$ cat src/btag_pkg.sv
// package: constants and carriers for the branch target address generator
package btag_pkg;

  localparam int          BTAG_AW            = 16;
  localparam logic [15:0] BTAG_PC_RESET      = 16'h0000;
  localparam logic [15:0] BTAG_TABLE_BASE    = 16'h0040;
  localparam logic [15:0] BTAG_TABLE_LAST    = 16'h007f;
  localparam int          BTAG_IDX_LSB       = 1;
  localparam int          BTAG_IDX_MSB       = 5;
  localparam int          BTAG_DISP_SIGN     = 7;
  localparam logic [2:0]  BTAG_LEN_ONE       = 3'h1;

  // next-address method chosen by the decoder
  typedef enum logic [4:0] {
    BTAG_SEQ   = 5'b00001,
    BTAG_REL   = 5'b00010,
    BTAG_ABS   = 5'b00100,
    BTAG_TBL   = 5'b01000,
    BTAG_REG   = 5'b10000
  } btag_kind_t;

  // one executed instruction as seen by the generator
  typedef struct packed {
    btag_kind_t  kind;
    logic [2:0]  length;
    logic [7:0]  opcode;
    logic [7:0]  relative_displacement;
    logic [15:0] absolute_target_field;
  } btag_instr_t;

  // table-call handshake towards program memory
  typedef enum logic [2:0] {
    BTAG_IDLE = 3'b001,
    BTAG_LOW  = 3'b010,
    BTAG_HIGH = 3'b100
  } btag_state_t;

endpackage : btag_pkg

$ cat src/btag_rel_add.sv
// relative target adder: sign-extended 8-bit displacement plus next-instruction address
`timescale 1ns/1ps
module btag_rel_add
  import btag_pkg::*;
(
  input  wire logic [15:0] nextAddr,
  input  wire logic [7:0]  displacement,
  output logic      [15:0] target
);
  logic [15:0] extended;
  logic [16:0] fullSum;

  assign extended = {{8{displacement[BTAG_DISP_SIGN]}}, displacement}; // RULE_03
  assign fullSum  = {1'b0, nextAddr} + {1'b0, extended};               // RULE_02
  assign target   = fullSum[15:0];                                      // RULE_11
endmodule : btag_rel_add

$ cat src/btag_core.sv
// branch target address generator: program counter update and direct operand address
`timescale 1ns/1ps
// Notes on behaviour
// RULE_01: without a branch the counter advances by the instruction's byte length.
// RULE_02: relative target is displacement plus address of the following instruction.
// RULE_03: displacement is two's complement, bit 7 sign, sign-extended to 16 bits.
// RULE_04: short unconditional and all conditional branches use relative targets.
// RULE_05: absolute call and branch load the 16-bit immediate into the counter.
// RULE_06: table call takes its index from opcode bits 1 to 5.
// RULE_07: the destination table spans addresses 40H through 7FH.
// RULE_08: register-indirect branch copies the accumulator pair into the counter.
// RULE_09: direct operand address is the 16-bit immediate, unchanged.
// RULE_10: table entries are two bytes from an even address, low byte first.
// RULE_11: carry out of bit 15 is dropped so relative targets wrap.
module btag_core
  import btag_pkg::*;
(
  input  wire logic        sys_clk,
  input  wire logic        arst_n,
  input  wire logic        instrValid,
  input  wire btag_instr_t instr,
  input  wire logic        branchTaken,
  input  wire logic [15:0] accumulator_pair,
  input  wire logic        memReady,
  input  wire logic [7:0]  memData,
  output logic      [15:0] program_counter,
  output logic      [15:0] operandAddr,
  output logic             instrReady,
  output logic             memRead,
  output logic      [15:0] memAddr,
  output logic             pcUpdated
);

  // ----------------------------------------------------------------
  // state
  // ----------------------------------------------------------------
  btag_state_t state_q, state_d;
  logic [15:0] pc_q, pc_d;
  logic [15:0] opAddr_q, opAddr_d;
  logic [15:0] mAddr_q, mAddr_d;
  logic        mRead_q, mRead_d;
  logic [7:0]  lowByte_q, lowByte_d;
  logic        upd_q, upd_d;
  logic        rdy_q, rdy_d;

  // ----------------------------------------------------------------
  // address decode
  // ----------------------------------------------------------------
  logic        accept;
  logic        isRel;
  logic        isAbs;
  logic        isTbl;
  logic        isReg;
  logic        relJump;
  logic [15:0] nextSeq;
  logic [15:0] relTarget;
  logic [4:0]  tableIndex;
  logic [15:0] tableEntry;
  logic [15:0] tableDest;
  logic [15:0] pcAccept;

  assign accept      = instrValid && (state_q == BTAG_IDLE);
  assign isRel       = (instr.kind == BTAG_REL);
  assign isAbs       = (instr.kind == BTAG_ABS);
  assign isTbl       = (instr.kind == BTAG_TBL);
  assign isReg       = (instr.kind == BTAG_REG);
  // an untaken conditional branch falls through like a plain instruction
  assign relJump     = isRel && branchTaken;                                // RULE_04
  assign nextSeq     = pc_q + {13'h0000, instr.length};                     // RULE_01
  assign tableIndex  = instr.opcode[BTAG_IDX_MSB:BTAG_IDX_LSB];             // RULE_06
  // index times two keeps every entry on an even address inside the table
  assign tableEntry  = BTAG_TABLE_BASE + {10'h000, tableIndex, 1'b0};       // RULE_07 RULE_10

  // ----------------------------------------------------------------
  // target selection
  // ----------------------------------------------------------------
  // low byte was latched first, the high byte is on the bus now
  assign tableDest   = {memData, lowByte_q};                                // RULE_06 RULE_10
  // unknown kinds fall back to a sequential advance rather than a jump
  assign pcAccept    = isAbs   ? instr.absolute_target_field :              // RULE_05
                       isReg   ? accumulator_pair :                         // RULE_08
                       relJump ? relTarget :                                // RULE_02
                                 nextSeq;                                   // RULE_01

  // the adder drops its carry, so relative targets wrap inside the space
  btag_rel_add uRelAdd (
    .nextAddr     (nextSeq),
    .displacement (instr.relative_displacement),
    .target       (relTarget)
  );

  // ----------------------------------------------------------------
  // next-state logic
  // ----------------------------------------------------------------
  always_comb begin
    state_d   = state_q;
    pc_d      = pc_q;
    opAddr_d  = opAddr_q;
    mAddr_d   = mAddr_q;
    mRead_d   = 1'b0;
    lowByte_d = lowByte_q;
    upd_d     = 1'b0;
    case (state_q)
      BTAG_IDLE: begin
        if (accept) begin
          opAddr_d = instr.absolute_target_field;                          // RULE_09
          if (isTbl) begin
            mAddr_d = tableEntry;                                          // RULE_06
            mRead_d = 1'b1;
            state_d = BTAG_LOW;
          end else begin
            pc_d  = pcAccept;
            upd_d = 1'b1;
          end
        end
      end
      BTAG_LOW: begin
        mRead_d = 1'b1;
        if (memReady) begin
          lowByte_d = memData;                                             // RULE_10
          mAddr_d   = mAddr_q + 16'h0001;
          state_d   = BTAG_HIGH;
        end
      end
      BTAG_HIGH: begin
        mRead_d = 1'b1;
        if (memReady) begin
          pc_d    = tableDest;                                             // RULE_06 RULE_10
          mRead_d = 1'b0;
          upd_d   = 1'b1;
          state_d = BTAG_IDLE;
        end
      end
      default: state_d = BTAG_IDLE;
    endcase
  end

  // ----------------------------------------------------------------
  // registers: state, program counter, operand address and update strobe
  // ----------------------------------------------------------------
  always_ff @(posedge sys_clk or negedge arst_n) begin
    if (!arst_n) begin
      state_q <= BTAG_IDLE;
    end else begin
      state_q <= state_d;
    end
  end

  always_ff @(posedge sys_clk or negedge arst_n) begin
    if (!arst_n) begin
      pc_q <= BTAG_PC_RESET;
    end else begin
      pc_q <= pc_d;
    end
  end

  always_ff @(posedge sys_clk or negedge arst_n) begin
    if (!arst_n) begin
      opAddr_q <= 16'h0000;
    end else begin
      opAddr_q <= opAddr_d;
    end
  end

  always_ff @(posedge sys_clk or negedge arst_n) begin
    if (!arst_n) begin
      upd_q <= 1'b0;
    end else begin
      upd_q <= upd_d;
    end
  end

  // ----------------------------------------------------------------
  // registers: table fetch port
  // ----------------------------------------------------------------
  always_ff @(posedge sys_clk or negedge arst_n) begin
    if (!arst_n) begin
      mAddr_q <= 16'h0000;
    end else begin
      mAddr_q <= mAddr_d;
    end
  end

  always_ff @(posedge sys_clk or negedge arst_n) begin
    if (!arst_n) begin
      mRead_q <= 1'b0;
    end else begin
      mRead_q <= mRead_d;
    end
  end

  always_ff @(posedge sys_clk or negedge arst_n) begin
    if (!arst_n) begin
      lowByte_q <= 8'h00;
    end else begin
      lowByte_q <= lowByte_d;
    end
  end

  // ----------------------------------------------------------------
  // registers: instruction handshake
  // ----------------------------------------------------------------
  // ready follows the next state, so it drops for the whole table fetch
  assign rdy_d = (state_d == BTAG_IDLE);
  always_ff @(posedge sys_clk or negedge arst_n) begin
    if (!arst_n) begin
      rdy_q <= 1'b1;
    end else begin
      rdy_q <= rdy_d;
    end
  end

  // ----------------------------------------------------------------
  // outputs
  // ----------------------------------------------------------------
  assign program_counter = pc_q;
  assign operandAddr     = opAddr_q;
  assign memRead         = mRead_q;
  assign memAddr         = mAddr_q;
  assign pcUpdated       = upd_q;
  assign instrReady      = rdy_q;

endmodule : btag_core

$ cat config.mk
export PLATFORM = sky130hd
export DESIGN_NAME = btag_core
export DESIGN_NICKNAME = d
export VERILOG_FILES = /design/src/btag_pkg.sv /design/src/btag_rel_add.sv /design/src/btag_core.sv
export SDC_FILE = /design/constraint.sdc
export NUM_CORES = 1
export LEC_CHECK = 0
export BUFFER_PORTS_ARGS = -buffer_cell sky130_fd_sc_hd__buf_2
export CAP_MARGIN = 15
export CORE_AREA = 3 3 115 117
export CTS_BUF_LIST = sky130_fd_sc_hd__clkbuf_8
export DETAILED_ROUTE_END_ITERATION = 8
export DIE_AREA = 0 0 118 120
export GPL_TIMING_DRIVEN = 1
export PLACE_DENSITY = 0.64
export RECOVER_POWER = 50
export SYNTH_ARGS = -nofsm -noshare
export SYNTH_HDL_FRONTEND = slang
export SYNTH_SLANG_ARGS = --single-unit
export TNS_END_PERCENT = 30
$ cat constraint.sdc
create_clock -name sys_clk -period 5.16 [get_ports sys_clk]
set_input_delay 0.774 -clock sys_clk [delete_from_list [all_inputs] [get_ports sys_clk]]
set_output_delay 0.774 -clock sys_clk [all_outputs]
set_load 0.01 [all_outputs]
==> flow_summary.yaml <==
layout:
  nNetsFinal: 669
  fillers: 1256
  syn_to_final_growth_pct: 22.3
  multi_input_area_sq_um: 2590
  area.sequential_sq_um: 1550
  diodes: 0
  drive_gt1_frac: 0.261
power:
  ir_drop_mv: 0.185
  power.net_switching_uw: 843
  p_comb_frac: 0.471
  seqPwrFrac: 0.313
  p_per_area_nw_per_um2: 402
  clkPwrFrac: 0.216
  internal_power_uw: 1240
  switching_share: 0.405
  power.leakage_uw: 0.00238
worst_setup_path:
  crit_slowest_cell: "ha_1"
  path_delay_family: "compound AO/OA/AOI/OAI gates"
  crit_path_start_kind: "input port"
  worst_ep_arrival_time_ps: 4330
  cp.depth: 15
  cp_num_buf_inv: 1
  max_stage_delay_ps: 450
  critPathMaxFanout: 11
  cp-end-kind: "register"
  worstPathCellList: "buf_2, ha_1, fa_1, a21o_1, nand2_1, nor3_1, xor2_1, ha_1, a21o_1, a31o_1, a221o_1, o21a_1, or4_4, a211oi_2, o22ai_1"
  crit_required_ps: 5390
  crit_type: "in -> reg"
  rr_worst_depth: 14
floorplan:
  row_count: 41
  chipWidth_um: 118
  die_y_um: 120
  die_area_sq_um: 14200
  io_pins: 120
  core-area_sq_um: 12500
  start_util: 0.340
clock_network:
  post_cts_resized: 0
  htree_levels: 3
  cts_tree: "yes"
  hold_buffers: 0
  clk_path_buf_depth: 2
  clk_pin_slew_worst_paths_ps: 70
  cts_buffers: 9
  clock_latency_ps: 350
  cts_setup_buffers: 0
  clock_sinks: 62
  root_buffer: "clkbuf_8"
logic_synthesis:
  synth.distinct_cells: 59
  syn_avg_cell_area_sq_um: 9.08
  yosysWarningCount: 0
  synthArstFlopShare: 1.00
  synth_top_cell_by_area: "dfrtp_1"
  netlist_instances: 467
  synth-seq-cells: 62
  synth_edf_count: 0
  synth_area_sq_um: 4240
  synthFlopType: "dfrtp_1"
  syn-num-nets: 558
  synth_top_area_share: 0.354
  ys_top_cells_by_area: "dfrtp_1 35%, mux2_2 6.4%, ha_1 5.9%, a21oi_1 4.8%, xor2_1 3.7%"
  yosysSeqAreaShare: 0.366
detailed_routing:
  dr.pass1.iters: 5
  routed_via_density: 5.47
  routed_wl_um: 13700
  postRouteAntennaNets: 0
  drc: 0
  vias: 4128
  initialDrtViolationCount: 329
  routedWlPerCell_um: 18.1
sta:
  hold-worst-slack_ps: 507
  hold_viol_final: 0
  setup_tns_ps: 0
  period_share: 0.796
  drv_slew: 63
  setup_viol: 0
  rsz0062_at_grt: "false"
  worst_slew_pin_slew_ps: 3490
  slew_headroom: -1.33
  fin_worst_skew_ps: 9.92
  fmax_mhz: 243
  period_minus_slack_ps: 4110
place:
  numPortBuffers: 116
  gp_congestion: 0.888
  dp_hpwl_um: 10500
global_route:
  grt_overflow: 0
  grt_pass1_vias: 4102
  grt_max_degree: 63
  grt_pass1_wl_um: 21800
  grtUsageTotal: 0.193
  antenna_found_initial: 0
worst_hold_path:
  hold_path_depth: 1
  hold_path.class: "reg -> reg"
job:
  max-cap-violations: 1
outcome:
  violations: "max-capacitance violations, max-slew violations"
  run_status: "complete, but fails checks"
synth_stat cells (2+ instances only):
master     instances
a21o_1            15
o22ai_1            5
a41oi_1            3
o31ai_1            3
or3_1              7
nand4_1            9
o21ai_0           21
o221ai_1           8
a311oi_1           2
nand2_1           41
nand2b_1           6
and3_1             8
nor3_1            11
and2_1             5
o21a_1             6
buf_2              3
dfstp_2            2
xor2_1            18
a221o_1            3
mux2_2            24
clkbuf_1          19
a21oi_1           41
o2111ai_1          2
a211oi_1           6
nor2_1            40
inv_1              3
nand3_1           21
xnor2_1           14
a31oi_1            5
dfrtp_1           60
o211ai_1           3
mux2i_1            6
ha_1              20
fa_1               2
flip-flops by register name, summed over array words and instances, names as in the netlist:
name / flops
pcUpdated: 1
program_counter: 16
operandAddr: 16
instrReady: 1
state_q: 3
lowByte_q: 8
memRead: 1
memAddr: 16
layout make-up:
type                    count  area share
multi-input cells         378       0.499
flip-flops and latches     62       0.300
repair buffers            123       0.117
well taps                 172      0.0415
clock buffers              12      0.0318
clock inverters             4     0.00893
inverters                   4     0.00290
routing by layer:
metal	up-vias	wire length, um	GRT usage
li1	1958	-	-
met1	1978	5730	0.250
met2	171	6650	0.320
met3	21	1010	0.0382
met4	0	312	0.0755
met5	-	0	0
path summary, 6_finish.rpt:
check,from,end,slack (ps)
worst max-delay path,instr[32],program_counter[15]$_DFFE_PN0P_,1050
worst min-delay path,lowByte_q[0]$_DFFE_PN0P_,lowByte_q[0]$_DFFE_PN0P_,510
worst max register to register,program_counter[0]$_DFFE_PN0P_,program_counter[15]$_DFFE_PN0P_,1150
worst min register to register,lowByte_q[0]$_DFFE_PN0P_,lowByte_q[0]$_DFFE_PN0P_,510
max in group asynchronous,arst_n,operandAddr[11]$_DFFE_PN0P_,1490
min in group asynchronous,arst_n,operandAddr[6]$_DFFE_PN0P_,1710
cell usage in the layout, fill, tap and decap left out, types with 12 or more instances in the layout:
master / count
clkbuf_1: 19
dfrtp_1: 60
nand3_1: 21
nand2_1: 41
ha_1: 20
mux2_2: 24
buf_2: 99
clkbuf_8: 12
xnor2_1: 14
xor2_1: 18
a21oi_1: 41
o21ai_0: 21
a21o_1: 15
nor2_1: 40
power groups by stage:
stage	Clock, uW	Sequential [uW]	Combinational [uW]
6_report	450	652	981
5_1_grt	490	664	1080
4_1_cts	466	650	977
3_5_place_dp	0	659	969
3_3_place_gp	0	657	952
2_1_floorplan	0	664	656
kinds of logic after synthesis:
kind of cell    after synthesis  synth area share
buf+inv                      27            0.0265
simple gates                157             0.177
flops                        62             0.366
mux                          30            0.0779
compound gates              137             0.218
fa+ha+maj                    22            0.0684
xor+xnor                     32            0.0661
through the flow:
step | std cells | area [sq um] | worst slack, ps | power (uW) | utilization
final | 755 | 5190 | 1050 | 2080 | 0.416
after global routing | 755 | 5190 | 837 | 2240 | 0.416
after CTS | 755 | 5220 | 1060 | 2090 | 0.419
after detailed placement | 739 | 5010 | 681 | 1630 | 0.402
after global placement | 739 | 5010 | 744 | 1610 | 0.402
after floorplan | 467 | 4240 | 1180 | 1320 | -
Note: power is estimated with default switching activity, not from simulation.
